`src/ccp_defines.vh`:
```
`ifndef CCP_DEFINES_VH
`define CCP_DEFINES_VH

// ----------------------------------------
// Data-space addresses
// ----------------------------------------
`define CCP_ADDR_INDIRECT 5'h00
`define CCP_ADDR_PCL      5'h02
`define CCP_ADDR_STATUS   5'h03
`define CCP_ADDR_FSR      5'h04

// ----------------------------------------
// Status fields and reset values
// ----------------------------------------
`define CCP_ST_C          0
`define CCP_ST_HC         1
`define CCP_ST_Z          2
`define CCP_STATUS_RESET  8'h18
`define CCP_FSR_RESET     8'h00
`define CCP_W_RESET       8'h00
`define CCP_PC_RESET      10'h000
`define CCP_INSTR_RESET   12'h000

// ----------------------------------------
// Instruction fields
// ----------------------------------------
`define CCP_OP_HI         11
`define CCP_OP_LO         8
`define CCP_DEST_BIT      5
`define CCP_GOTO_PREFIX   2'h3
`define CCP_OP_ADD        4'h0
`define CCP_OP_SUB        4'h1
`define CCP_OP_AND        4'h2
`define CCP_OP_IOR        4'h3
`define CCP_OP_XOR        4'h4
`define CCP_OP_RRF        4'h5
`define CCP_OP_RLF        4'h6
`define CCP_OP_MOVF       4'h7
`define CCP_OP_MOVWF      4'h8
`define CCP_OP_CLR        4'h9
`define CCP_OP_MOVLW      4'hA
`define CCP_OP_ANDLW      4'hB

// ----------------------------------------
// Oscillator modes and timing
// ----------------------------------------
`define CCP_OSC_SLOW      3'h0
`define CCP_OSC_XTAL      3'h1
`define CCP_OSC_HS        3'h2
`define CCP_OSC_RC_EXT    3'h3
`define CCP_OSC_RC_INT    3'h4
`define CCP_PHASES        4
`define CCP_CYCLE_NS_MAX  200
`define CCP_FEATURE_MASK  6'h1B

`endif

```
`src/ccp_phase_gen.v`:
```
// ----------------------------------------
// Four non-overlapping phases, one clock each
// ----------------------------------------
module ccp_phase_gen (
    input  wire clock,
    input  wire rst_n,
    output reg  phase_one,
    output reg  phase_two,
    output reg  phase_three,
    output reg  phase_four
);
    always @(posedge clock) begin
        if (!rst_n) begin
            phase_one   <= 1'b1;
            phase_two   <= 1'b0;
            phase_three <= 1'b0;
            phase_four  <= 1'b0;
        end else begin
            phase_one   <= phase_four;
            phase_two   <= phase_one;
            phase_three <= phase_two;
            phase_four  <= phase_three;
        end
    end
endmodule

```
`src/ccp_alu.v`:
```
`include "ccp_defines.vh"

// ----------------------------------------
// 8-bit arithmetic unit with flag results
// ----------------------------------------
module ccp_alu (
    input  wire [11:0] instr,
    input  wire [7:0]  fval,
    input  wire [7:0]  wval,
    input  wire        carry_in,
    output reg  [7:0]  result,
    output reg         c_out,
    output reg         hc_out,
    output wire        z_out,
    output reg         upd_c,
    output reg         upd_hc,
    output reg         upd_z
);
    reg [3:0] op;
    reg [7:0] b;
    reg [8:0] sum9;
    reg [4:0] nib5;
    reg       cin;

    assign z_out = (result == 8'h00);

    always @* begin
        op     = instr[`CCP_OP_HI:`CCP_OP_LO];
        // Subtract as f + ~w + 1 so carry reads as no-borrow
        cin    = (op == `CCP_OP_SUB);
        b      = cin ? ~wval : wval;
        sum9   = {1'b0, fval} + {1'b0, b} + {8'h00, cin};
        nib5   = {1'b0, fval[3:0]} + {1'b0, b[3:0]} + {4'h0, cin};
        result = 8'h00;
        c_out  = sum9[8];
        hc_out = nib5[4];
        upd_c  = 1'b0;
        upd_hc = 1'b0;
        upd_z  = 1'b0;
        case (op)
            `CCP_OP_ADD, `CCP_OP_SUB: begin
                result = sum9[7:0];
                upd_c  = 1'b1;
                upd_hc = 1'b1;
                upd_z  = 1'b1;
            end
            `CCP_OP_AND: begin
                result = fval & wval;
                upd_z  = 1'b1;
            end
            `CCP_OP_IOR: begin
                result = fval | wval;
                upd_z  = 1'b1;
            end
            `CCP_OP_XOR: begin
                result = fval ^ wval;
                upd_z  = 1'b1;
            end
            `CCP_OP_RRF: begin
                result = {carry_in, fval[7:1]};
                c_out  = fval[0];
                upd_c  = 1'b1;
            end
            `CCP_OP_RLF: begin
                result = {fval[6:0], carry_in};
                c_out  = fval[7];
                upd_c  = 1'b1;
            end
            `CCP_OP_MOVF: begin
                result = fval;
                upd_z  = 1'b1;
            end
            `CCP_OP_MOVWF: begin
                result = wval;
            end
            `CCP_OP_CLR: begin
                result = 8'h00;
                upd_z  = 1'b1;
            end
            `CCP_OP_MOVLW: begin
                result = instr[7:0];
            end
            `CCP_OP_ANDLW: begin
                result = instr[7:0] & wval;
                upd_z  = 1'b1;
            end
            default: begin
                result = 8'h00;
            end
        endcase
    end
endmodule

```
`src/ccp_core.v`:
```
`include "ccp_defines.vh"

module ccp_core (
    input  wire        clock,
    input  wire        nrst,
    input  wire [2:0]  osc_mode,
    input  wire        reset_pin_en,
    input  wire        rate_out_en,
    input  wire        timer_clk_select,
    input  wire [5:0]  pullup_req,
    input  wire [5:0]  wake_req,
    output wire [9:0]  prog_addr,
    input  wire [11:0] prog_data,
    output reg  [4:0]  file_addr,
    output reg         file_re,
    output reg         file_we,
    output reg  [7:0]  file_wdata,
    input  wire [7:0]  file_rdata,
    input  wire [5:0]  port_b_in,
    input  wire [5:0]  port_b_drive,
    input  wire [5:0]  port_b_dir,
    output reg  [5:0]  port_b_out,
    output reg  [5:0]  port_b_oe,
    output reg  [5:0]  port_b_pullup,
    input  wire        port_c5_in,
    input  wire        port_c5_drive,
    input  wire        port_c5_dir,
    output reg         port_c5_out,
    output reg         port_c5_oe,
    output reg         xtal_in_is_clock,
    output reg         xtal_out_is_crystal,
    output reg         timer_ext_clk_in,
    output reg         wake_event,
    output wire        core_reset,
    output wire [7:0]  w_value,
    output wire [7:0]  status_value,
    output wire        phase_one,
    output wire        phase_two,
    output wire        phase_three,
    output wire        phase_four
);
    // ----------------------------------------
    // Pin synchronisers
    // ----------------------------------------
    reg  [5:0] b_meta;
    reg  [5:0] b_sync;
    reg  [5:0] b_prev;
    reg        c5_meta;
    reg        c5_sync;

    always @(posedge clock) begin
        if (!nrst) begin
            b_meta  <= 6'h3F;
            b_sync  <= 6'h3F;
            b_prev  <= 6'h3F;
            c5_meta <= 1'b0;
            c5_sync <= 1'b0;
        end else begin
            b_meta  <= port_b_in;
            b_sync  <= b_meta;
            b_prev  <= b_sync;
            c5_meta <= port_c5_in;
            c5_sync <= c5_meta;
        end
    end

    // ----------------------------------------
    // Reset and phases
    // ----------------------------------------
    wire master_clear_n = b_sync[3];
    wire core_rst_n     = nrst & ~(reset_pin_en & ~master_clear_n);

    assign core_reset = ~core_rst_n;

    ccp_phase_gen u_phase (
        .clock       (clock),
        .rst_n       (core_rst_n),
        .phase_one   (phase_one),
        .phase_two   (phase_two),
        .phase_three (phase_three),
        .phase_four  (phase_four)
    );

    // ----------------------------------------
    // Pipeline state
    // ----------------------------------------
    reg  [9:0]  pc;
    reg         hold;
    reg         flush;
    reg  [11:0] instr_latch;
    reg  [7:0]  w;
    reg  [7:0]  status;
    reg  [7:0]  fsr;
    reg  [7:0]  operand;

    // Accumulator is private: nothing in the address decode reaches it
    assign w_value      = w;
    assign status_value = status;
    assign prog_addr    = pc;

    wire [3:0] op        = instr_latch[`CCP_OP_HI:`CCP_OP_LO];
    wire       is_goto   = (instr_latch[11:10] == `CCP_GOTO_PREFIX);
    wire       is_imm    = (op == `CCP_OP_MOVLW) | (op == `CCP_OP_ANDLW);
    wire       uses_file = ~is_goto & ~is_imm;
    wire       exec_ok   = ~flush;
    wire [4:0] f_field   = instr_latch[4:0];
    wire [4:0] eff_addr  = (f_field == `CCP_ADDR_INDIRECT) ?
                           fsr[4:0] : f_field;
    wire       at_pcl    = (eff_addr == `CCP_ADDR_PCL);
    wire       at_status = (eff_addr == `CCP_ADDR_STATUS);
    wire       at_fsr    = (eff_addr == `CCP_ADDR_FSR);
    wire       at_ind    = (eff_addr == `CCP_ADDR_INDIRECT);
    wire       internal  = at_pcl | at_status | at_fsr | at_ind;

    // Destination: file for MOVWF, by d bit for file ops and CLR
    wire d_bit  = instr_latch[`CCP_DEST_BIT];
    wire dest_f = uses_file &
                  ((op == `CCP_OP_MOVWF) | d_bit);
    wire dest_w = ~is_goto & ~dest_f;

    // Reads of PCL give the address already being fetched
    reg [7:0] read_mux;
    always @* begin
        if (at_pcl)
            read_mux = pc[7:0];
        else if (at_status)
            read_mux = status;
        else if (at_fsr)
            read_mux = fsr;
        else if (at_ind)
            read_mux = 8'h00;
        else
            read_mux = file_rdata;
    end

    wire [7:0] alu_res;
    wire       alu_c;
    wire       alu_hc;
    wire       alu_z;
    wire       upd_c;
    wire       upd_hc;
    wire       upd_z;

    ccp_alu u_alu (
        .instr    (instr_latch),
        .fval     (operand),
        .wval     (w),
        .carry_in (status[`CCP_ST_C]),
        .result   (alu_res),
        .c_out    (alu_c),
        .hc_out   (alu_hc),
        .z_out    (alu_z),
        .upd_c    (upd_c),
        .upd_hc   (upd_hc),
        .upd_z    (upd_z)
    );

    wire branch = exec_ok & (is_goto | (dest_f & at_pcl));

    // Flag updates override a direct write to the same bits;
    // the two power-state bits are read-only.
    reg [7:0] next_status;
    always @* begin
        next_status = status;
        if (dest_f & at_status)
            next_status = {alu_res[7:5], status[4:3], alu_res[2:0]};
        if (upd_c)
            next_status[`CCP_ST_C] = alu_c;
        if (upd_hc)
            next_status[`CCP_ST_HC] = alu_hc;
        if (upd_z)
            next_status[`CCP_ST_Z] = alu_z;
    end

    // ----------------------------------------
    // Phase sequencing
    // ----------------------------------------
    always @(posedge clock) begin
        if (!core_rst_n) begin
            pc          <= `CCP_PC_RESET;
            hold        <= 1'b1;
            flush       <= 1'b1;
            instr_latch <= `CCP_INSTR_RESET;
            w           <= `CCP_W_RESET;
            status      <= `CCP_STATUS_RESET;
            fsr         <= `CCP_FSR_RESET;
            operand     <= 8'h00;
            file_addr   <= 5'h00;
            file_re     <= 1'b0;
            file_we     <= 1'b0;
            file_wdata  <= 8'h00;
        end else begin
            if (phase_one) begin
                // Held once after a load so the target itself is fetched
                if (!hold)
                    pc <= pc + 10'h001;
                hold      <= 1'b0;
                file_addr <= eff_addr;
                file_re   <= exec_ok & uses_file & ~internal;
            end
            if (phase_two) begin
                file_re <= 1'b0;
                operand <= read_mux;
            end
            if (phase_three) begin
                file_wdata <= alu_res;
                file_we    <= exec_ok & dest_f & ~internal;
            end
            if (phase_four) begin
                file_we     <= 1'b0;
                instr_latch <= prog_data;
                flush       <= branch;
                if (exec_ok) begin
                    if (dest_w)
                        w <= alu_res;
                    status <= next_status;
                    if (dest_f & at_fsr)
                        fsr <= alu_res;
                    if (is_goto) begin
                        pc   <= instr_latch[9:0];
                        hold <= 1'b1;
                    end else if (dest_f & at_pcl) begin
                        pc   <= {2'b00, alu_res};
                        hold <= 1'b1;
                    end
                end
            end
        end
    end

    // ----------------------------------------
    // Shared pin functions
    // ----------------------------------------
    wire xtal_mode = (osc_mode == `CCP_OSC_XTAL) |
                     (osc_mode == `CCP_OSC_SLOW);
    wire rc_mode   = (osc_mode == `CCP_OSC_RC_EXT) |
                     (osc_mode == `CCP_OSC_RC_INT);
    wire int_rc    = (osc_mode == `CCP_OSC_RC_INT);
    wire rate_on   = rc_mode & rate_out_en;
    wire cycle_rate_out = phase_three | phase_four;

    // Pins taken by other functions, except bit 4 as rate output, neither pull up nor wake
    wire [5:0] feat_mask = `CCP_FEATURE_MASK &
                           {1'b1, ~xtal_mode, ~reset_pin_en, 3'h7};
    wire [5:0] change    = (b_sync ^ b_prev) & wake_req & feat_mask;

    reg [5:0] next_b_out;
    reg [5:0] next_b_oe;
    always @* begin
        next_b_out = port_b_drive;
        next_b_oe  = port_b_dir;
        next_b_oe[3] = 1'b0;
        if (xtal_mode)
            next_b_oe[4] = 1'b0;
        else if (rate_on) begin
            next_b_out[4] = cycle_rate_out;
            next_b_oe[4]  = 1'b1;
        end
        if (!int_rc)
            next_b_oe[5] = 1'b0;
    end

    always @(posedge clock) begin
        if (!nrst) begin
            port_b_out          <= 6'h00;
            port_b_oe           <= 6'h00;
            port_b_pullup       <= 6'h00;
            port_c5_out         <= 1'b0;
            port_c5_oe          <= 1'b0;
            xtal_in_is_clock    <= 1'b1;
            xtal_out_is_crystal <= 1'b0;
            timer_ext_clk_in    <= 1'b0;
            wake_event          <= 1'b0;
        end else begin
            port_b_out          <= next_b_out;
            port_b_oe           <= next_b_oe;
            port_b_pullup       <= pullup_req & feat_mask;
            port_c5_out         <= port_c5_drive;
            port_c5_oe          <= port_c5_dir & ~timer_clk_select;
            xtal_in_is_clock    <= ~int_rc;
            xtal_out_is_crystal <= xtal_mode;
            timer_ext_clk_in    <= timer_clk_select & c5_sync;
            wake_event          <= |change;
        end
    end
endmodule

```
`config.mk`:
```
export PLATFORM = sky130hd
export DESIGN_NAME = ccp_core
export DESIGN_NICKNAME = d
export VERILOG_FILES = /design/src/ccp_phase_gen.v /design/src/ccp_alu.v /design/src/ccp_core.v
export VERILOG_INCLUDE_DIRS = /design/src /design/src/src
export SDC_FILE = /design/constraint.sdc
export NUM_CORES = 1
export LEC_CHECK = 0
export BUFFER_PORTS_ARGS = -buffer_cell sky130_fd_sc_hd__buf_2
export CAP_MARGIN = 15
export CORE_AREA = 2 2 136 111
export DETAILED_ROUTE_END_ITERATION = 7
export DIE_AREA = 0 0 138 113
export PLACE_DENSITY_LB_ADDON = 0.08
export SLEW_MARGIN = 40
export SYNTH_ARGS = -nofsm -noshare
export SYNTH_HDL_FRONTEND = slang
export SYNTH_SLANG_ARGS = --single-unit
```
`constraint.sdc`:
```
create_clock -name clock -period 4.2 [get_ports clock]
set_input_delay 0.21 -clock clock [delete_from_list [all_inputs] [get_ports clock]]
set_output_delay 0.21 -clock clock [all_outputs]
set_load 0.02 [all_outputs]
```
==> results.ini, run 1 <==
[power_and_ir_drop]
p_comb_share_pct=10.8
p_leak_nw=2.76
p_switching_mw=0.559
seqPwrFrac_pct=51.5
clkPwrFrac_pct=37.7
intPower_mw=1.54
totalPowerFinal_mw=2.10
switching_share_pct=26.6
power_density_mw_per_mm2=307
ir_drop_v=0.000234

[worst_setup_path]
r2r_end=status_value[2]
path_max_fanout=9
worstReg2RegStart=instr_latch[9]
cp-start-kind=flip-flop
critical_path_class=flip-flop to flip-flop
ff2ff_setup_slack_ns=0.98
required_ns=4.45
cp.arrival_ns=3.46
end_kind=flip-flop
rr_worst_depth=11
worstSetupStartpoint=instr_latch[9]

[final_layout]
drive_above_1_share_pct=21.6
finish.utilization_pct=48.4
layout_common_cells=buf_2, dfxtp_1, nor2_1
layout.cells.most_common=buf_2
antenna_cells=0
final_area_mm2=0.00685
syn_to_final_growth_pct=16.1
final_nets=868

[clock_tree]
cts_sinks=108
clk_pin_slew_ns=0.07
clockRootBuffer=clkbuf_16
cts_hold_buf=0
cts_tree=done
ctsHtreeMaxLevel=3
cts_setup_buffers=0
cts-resized-gates=0
clockBufferDepth=2
clock_latency_ns=0.35
numCtsBuffers=9

[yosys]
avgSynthCellArea_um2=8.50
synth_area_leaders=dfxtp_1, mux2i_1, nor2_1
syn_inst=694
synth_seq_cells=108
seq_area_frac_synth_pct=36.7
synth_ff_type=dfxtp_1
synthArstFlopShare_pct=0
ys_types=70
synth_edf_count=0
synth_area_mm2=0.00590
yosysWarningCount=0
synth_area_leader_cell=dfxtp_1
netlist.area_leader.share_pct=36.7

[sta]
max_freq_mhz=311
post-route-period-util_pct=76.6
rsz0062_at_grt=no
fin_ws_ns=0.984
drv_slew=0
finalHoldViolCount=0
tns_ns=0
max_slew_margin_pct=50.6
period_minus_slack_ns=3.22
setup_violations=0
skew_ns=0.00587
tightest_slew_ns=0.740

[route]
first_pass_iters=4
drc_errors=0
ant_nets=0
viasPerCell=5.57
drt-total-wl_um=17900
vias=5440
drt_iter0_drc=540
wl_per_cell_um=18.3

[grt]
grt_pass1_vias=5193
grt.overflow.total=0
antenna_found_initial=0
grt_max_degree=39
grt_use_total_pct=22.9
grt_first_pass_wirelength_um=28500

[floorplanning]
start_util_pct=41.7
core.rowCount=39
die_w_um=138
dieArea_mm2=0.0156
die_h_um=113
core_mm2=0.0142
io_pins=131

[placement]
dpl.hpwl_um=13400
placed_cell_area_mm2=0.00656
dp_slack_ns=1.03
io_buffers=118
place.gp.congestion=0.923

[status]
status=completed

[worst_hold_path]
holdPathEnd=port_c5_oe
hold_path_class=primary input to flip-flop
holdPathStages=2
hold_path.startpoint=timer_clk_select

[job]
cap_viol_max_count=0

critical path, cell delays in order (launching register included):
cell and delay [ns]:
dfxtp_1 0.32, nor4b_2 0.26, buf_4 0.24, xnor2_1 0.19, ha_1 0.30, a31o_2 0.24, a32o_1 0.27, mux2i_1 0.17
nand4_1 0.42, nor4_1 0.33, nand2_1 0.09, o32ai_1 0.28
sequential cells by signal, indices dropped and copies added (netlist names), 4 cells and up:
register       count
instr_latch       12
prog_addr         10
file_wdata         8
fsr                8
operand            8
w_value            8
port_b_out         6
status_value       6
file_addr          5
port_b_oe          5
b_meta             4
b_prev             4
b_sync             4
port_b_pullup      4
kinds of logic (layout without fill, tap and decap cells):
family / count (synthesis) / count (layout) / share of synthesized area (%)
AO/OA/AOI/OAI: 174 / 174 / 20.6
other: 2 / 5 / 0.127
adder cells (fa/ha/maj): 18 / 18 / 3.95
multiplexers: 40 / 40 / 7.04
buffers and inverters: 81 / 177 / 6.73
XOR/XNOR: 23 / 23 / 3.42
flip-flops: 108 / 108 / 36.7
AND/OR/NAND/NOR: 248 / 248 / 21.5
per-stage QoR:
| step | hold slack, ns | cells |
|---|---|---|
| floorplan | 0.286 | 697 |
| global placement | 0.384 | 961 |
| detailed placement | 0.388 | 962 |
| CTS | 0.0231 | 977 |
| global route | 0.0297 | 977 |
| finish | 0.0312 | 977 |
cell usage after synthesis, types with 5 or more instances:
cell and n:
dfxtp_1 108, nor2_1 72, nand2_1 56, o21ai_0 38, mux2i_1 37, a21oi_1 36
inv_1 28, nand2b_1 27, clkbuf_1 22, and2_1 21, a211oi_1 18, ha_1 17
buf_4 13, xnor2_1 13, buf_2 11, nand3_1 11, nor2b_1 11, nor3_1 11
xor2_1 10, and3_1 9, o211ai_1 9, a22oi_1 6, a31oi_1 6, nor3b_1 6
o22ai_1 6, a211oi_2 5, a311oi_1 5, nand4_1 5
power by group through the flow:
stage	clock network, mW	registers [mW]	logic [mW]
floorplan	0	1.12	0.131
detailed placement	0	1.11	0.226
finish	0.793	1.08	0.228
global route	0.856	1.09	0.247
CTS	0.816	1.08	0.227
global placement	0	1.10	0.224
metal layers:
layer	vias up	track usage, %	routed length, µm
met1	2547	34.2	8730
met3	27	5.25	1470
met2	225	33.3	7370
met4	2	5.03	255
li1	2639	-	-
met5	-	4.02	85
cell type report:
type	count	area [µm²]
Sequential cell	108	2160
Tap cell	184	230
Clock buffer	9	225
Multi-Input combinational cell	508	3360
Clock inverter	6	47.5
Inverter	29	109
Timing Repair Buffer	133	707
Fill cell	1431	7310
worst max path at each step:
stage / slack (ns) / to / cells past startpoint
after global routing: 0.70 / status_value[2] / 11
after floorplan: 1.42 / status_value[2] / 11
after CTS: 0.96 / status_value[2] / 11
after global placement: 1.04 / status_value[2] / 11
final: 0.98 / status_value[2] / 11
after detailed placement: 1.03 / status_value[2] / 11
Power figures use the tool's default switching activity.
==> run 2: changes to the inputs <==
Clock period 4.2 ns to 2.86 ns, I/O delays scaled along.
==> run 2 against run 1 <==
  * Hold slack worse by 0.017 ns
  * Routed wire length is 7.5% higher
  * Non-clock buffer count is 50 higher
  * Setup slack worse by 0.96 ns
  * Cell area is 8.1% higher
  * Global-route usage is 1.6 points higher
  * Flip-flop and latch count stayed put
  * Cell count is 5.2% higher
  * Via count is 4.9% higher
  * Critical path depth is 2 higher
  * Largest power group unchanged
==> results.ini, run 2 (synthesized netlist as in run 1, its figures left out) <==
[sta]
rsz0062_at_grt=yes  ; was no
max_slew_margin_pct=49.4  ; was 50.6%
post-route-period-util_pct=99.0  ; was 76.6%
setup_violations=0  ; unchanged
skew_ns=0.0101  ; was 0.00587 ns
period_minus_slack_ns=2.83  ; was 3.22 ns
max_freq_mhz=353  ; was 311 MHz
tightest_slew_ns=0.758  ; was 0.740 ns
finalHoldViolCount=0  ; unchanged
drv_slew=0  ; unchanged

[clock_tree]
clk_pin_slew_ns=0.08  ; was 0.07 ns
ctsHtreeMaxLevel=3  ; unchanged
clockBufferDepth=2  ; unchanged
cts_sinks=108  ; unchanged
numCtsBuffers=9  ; unchanged
clock_latency_ns=0.35  ; about the same
clockRootBuffer=clkbuf_16  ; unchanged
cts_tree=done  ; unchanged

[power_and_ir_drop]
ir_drop_v=0.000323  ; was 0.000234 V
power_density_mw_per_mm2=430  ; was 307 mW/mm²
p_leak_nw=3.05  ; was 2.76 nW

[worst_hold_path]
hold_path_class=primary input to flip-flop  ; unchanged

[placement]
placed_cell_area_mm2=0.00676  ; was 0.00656 mm²
dp_cells=988  ; was 962
dpl.hpwl_um=14400  ; was 13400 µm
place.gp.congestion=0.911  ; was 0.923
io_buffers=118  ; unchanged

[final_layout]
layout_common_cells=buf_2, dfxtp_1, nor2_1  ; unchanged
syn_to_final_growth_pct=25.5  ; was 16.1%
drive_above_1_share_pct=25.7  ; was 21.6%
antenna_cells=0  ; unchanged
num-fill-cells=1393  ; was 1431
finish.utilization_pct=52.3  ; was 48.4%
largest_reg_flops=12  ; unchanged
layout.cells.non_filler=1028  ; was 977
largest_register=instr_latch  ; unchanged
layout.cells.most_common=buf_2  ; unchanged
final_area_mm2=0.00740  ; was 0.00685 mm²
final_nets=918  ; was 868

[route]
wl_per_cell_um=18.7  ; was 18.3 µm
drt_iter0_drc=405  ; was 540
ant_nets=0  ; unchanged
vias=5704  ; was 5440
drt-total-wl_um=19200  ; was 17900 µm
viasPerCell=5.55  ; was 5.57
drc_errors=0  ; unchanged
first_pass_iters=5  ; was 4

[floorplanning]
io_pins=131  ; unchanged
dieArea_mm2=0.0156  ; unchanged
die_w_um=138  ; unchanged
core.rowCount=39  ; unchanged
die_h_um=113  ; unchanged
core_mm2=0.0142  ; unchanged
start_util_pct=41.7  ; unchanged

[grt]
grt_first_pass_wirelength_um=30300  ; was 28500 µm
grt_pass1_vias=5334  ; was 5193
grt.overflow.total=0  ; unchanged
grt_max_degree=61  ; was 39
antenna_found_initial=0  ; unchanged
grt_use_total_pct=24.5  ; was 22.9%

[worst_setup_path]
cp-start-kind=flip-flop  ; unchanged
cp.arrival_ns=3.11  ; was 3.46 ns
path_max_fanout=7  ; was 9
end_kind=flip-flop  ; unchanged
required_ns=3.14  ; was 4.45 ns
critical_path_class=flip-flop to flip-flop  ; unchanged

[job]
cap_viol_max_count=0  ; unchanged

[status]
status=completed  ; unchanged

-- run 2: repair_timing --
action / in CTS / in global routing
pin swaps: 3 / 20
endpoints found under the hold margin: 21 / 0
setup buffers: 0 / 3
hold buffers: 21 / 0
setup endpoints to repair: 10 / 21
gates resized for setup: 6 / 21
-- run 2: report_power, final --
group | switching (mW) | leakage (nW) | internal, mW | total [mW]
registers | 0.0363 | 0.881 | 1.55 | 1.58
logic | 0.228 | 2.02 | 0.165 | 0.393
clock network | 0.598 | 0.142 | 0.610 | 1.21
-- run 2: worst paths after layout --
check | end | startpoint | cells past startpoint | slack [ns]
hold reg to reg | b_sync[0] | b_meta[0] | 1 | 0.41
hold / removal | port_b_pullup[3] | pullup_req[3] | 2 | 0.01
setup reg to reg | prog_addr[5] | instr_latch[9] | 13 | 0.03
setup / recovery | prog_addr[5] | instr_latch[9] | 13 | 0.03
-- run 2: cell type report --
| type | instances | area [µm²] | area share, % |
|---|---|---|---|
| Multi-Input combinational cell | 508 | 3470 | 46.9 |
| Sequential cell | 108 | 2160 | 29.2 |
| Timing Repair Buffer | 183 | 1140 | 15.4 |
| Tap cell | 184 | 230 | 3.11 |
| Clock buffer | 10 | 229 | 3.09 |
| Inverter | 29 | 109 | 1.47 |
| Clock inverter | 6 | 58.8 | 0.795 |
-- run 2: stage by stage --
stage	hold WS (ns)	setup slack [ns]	power [mW]	setup TNS, ns
after floorplan	0.219	0.0782	1.83	0
after global placement	0.317	-0.0502	1.97	-0.0981
after detailed placement	0.328	-0.0833	1.97	-0.272
after CTS	0.00311	0.00220	3.21	0
after global routing	0.00874	-0.103	3.32	-0.638
final	0.0147	0.0286	3.18	0
-- run 2: routing by layer --
metal  track usage [%]  part of all wire, %  up-vias
li1                  -                    -     2738
met1              37.0                   49     2703
met2              35.5                   41      234
met3              5.25                  7.9       29
met4              5.78                  1.5        0
met5                 0                    0        -
-- run 2: critical path: stages, from the launching register on --
cell     delay, ns
dfxtp_2       0.34
nor4b_4       0.33
buf_4         0.19
buf_6         0.14
xnor2_1       0.13
ha_1          0.31
a21o_1        0.26
nor4b_2       0.24
mux2i_1       0.10
nand4_1       0.18
buf_4         0.15
buf_6         0.12
a22oi_2       0.07
o22ai_1       0.18
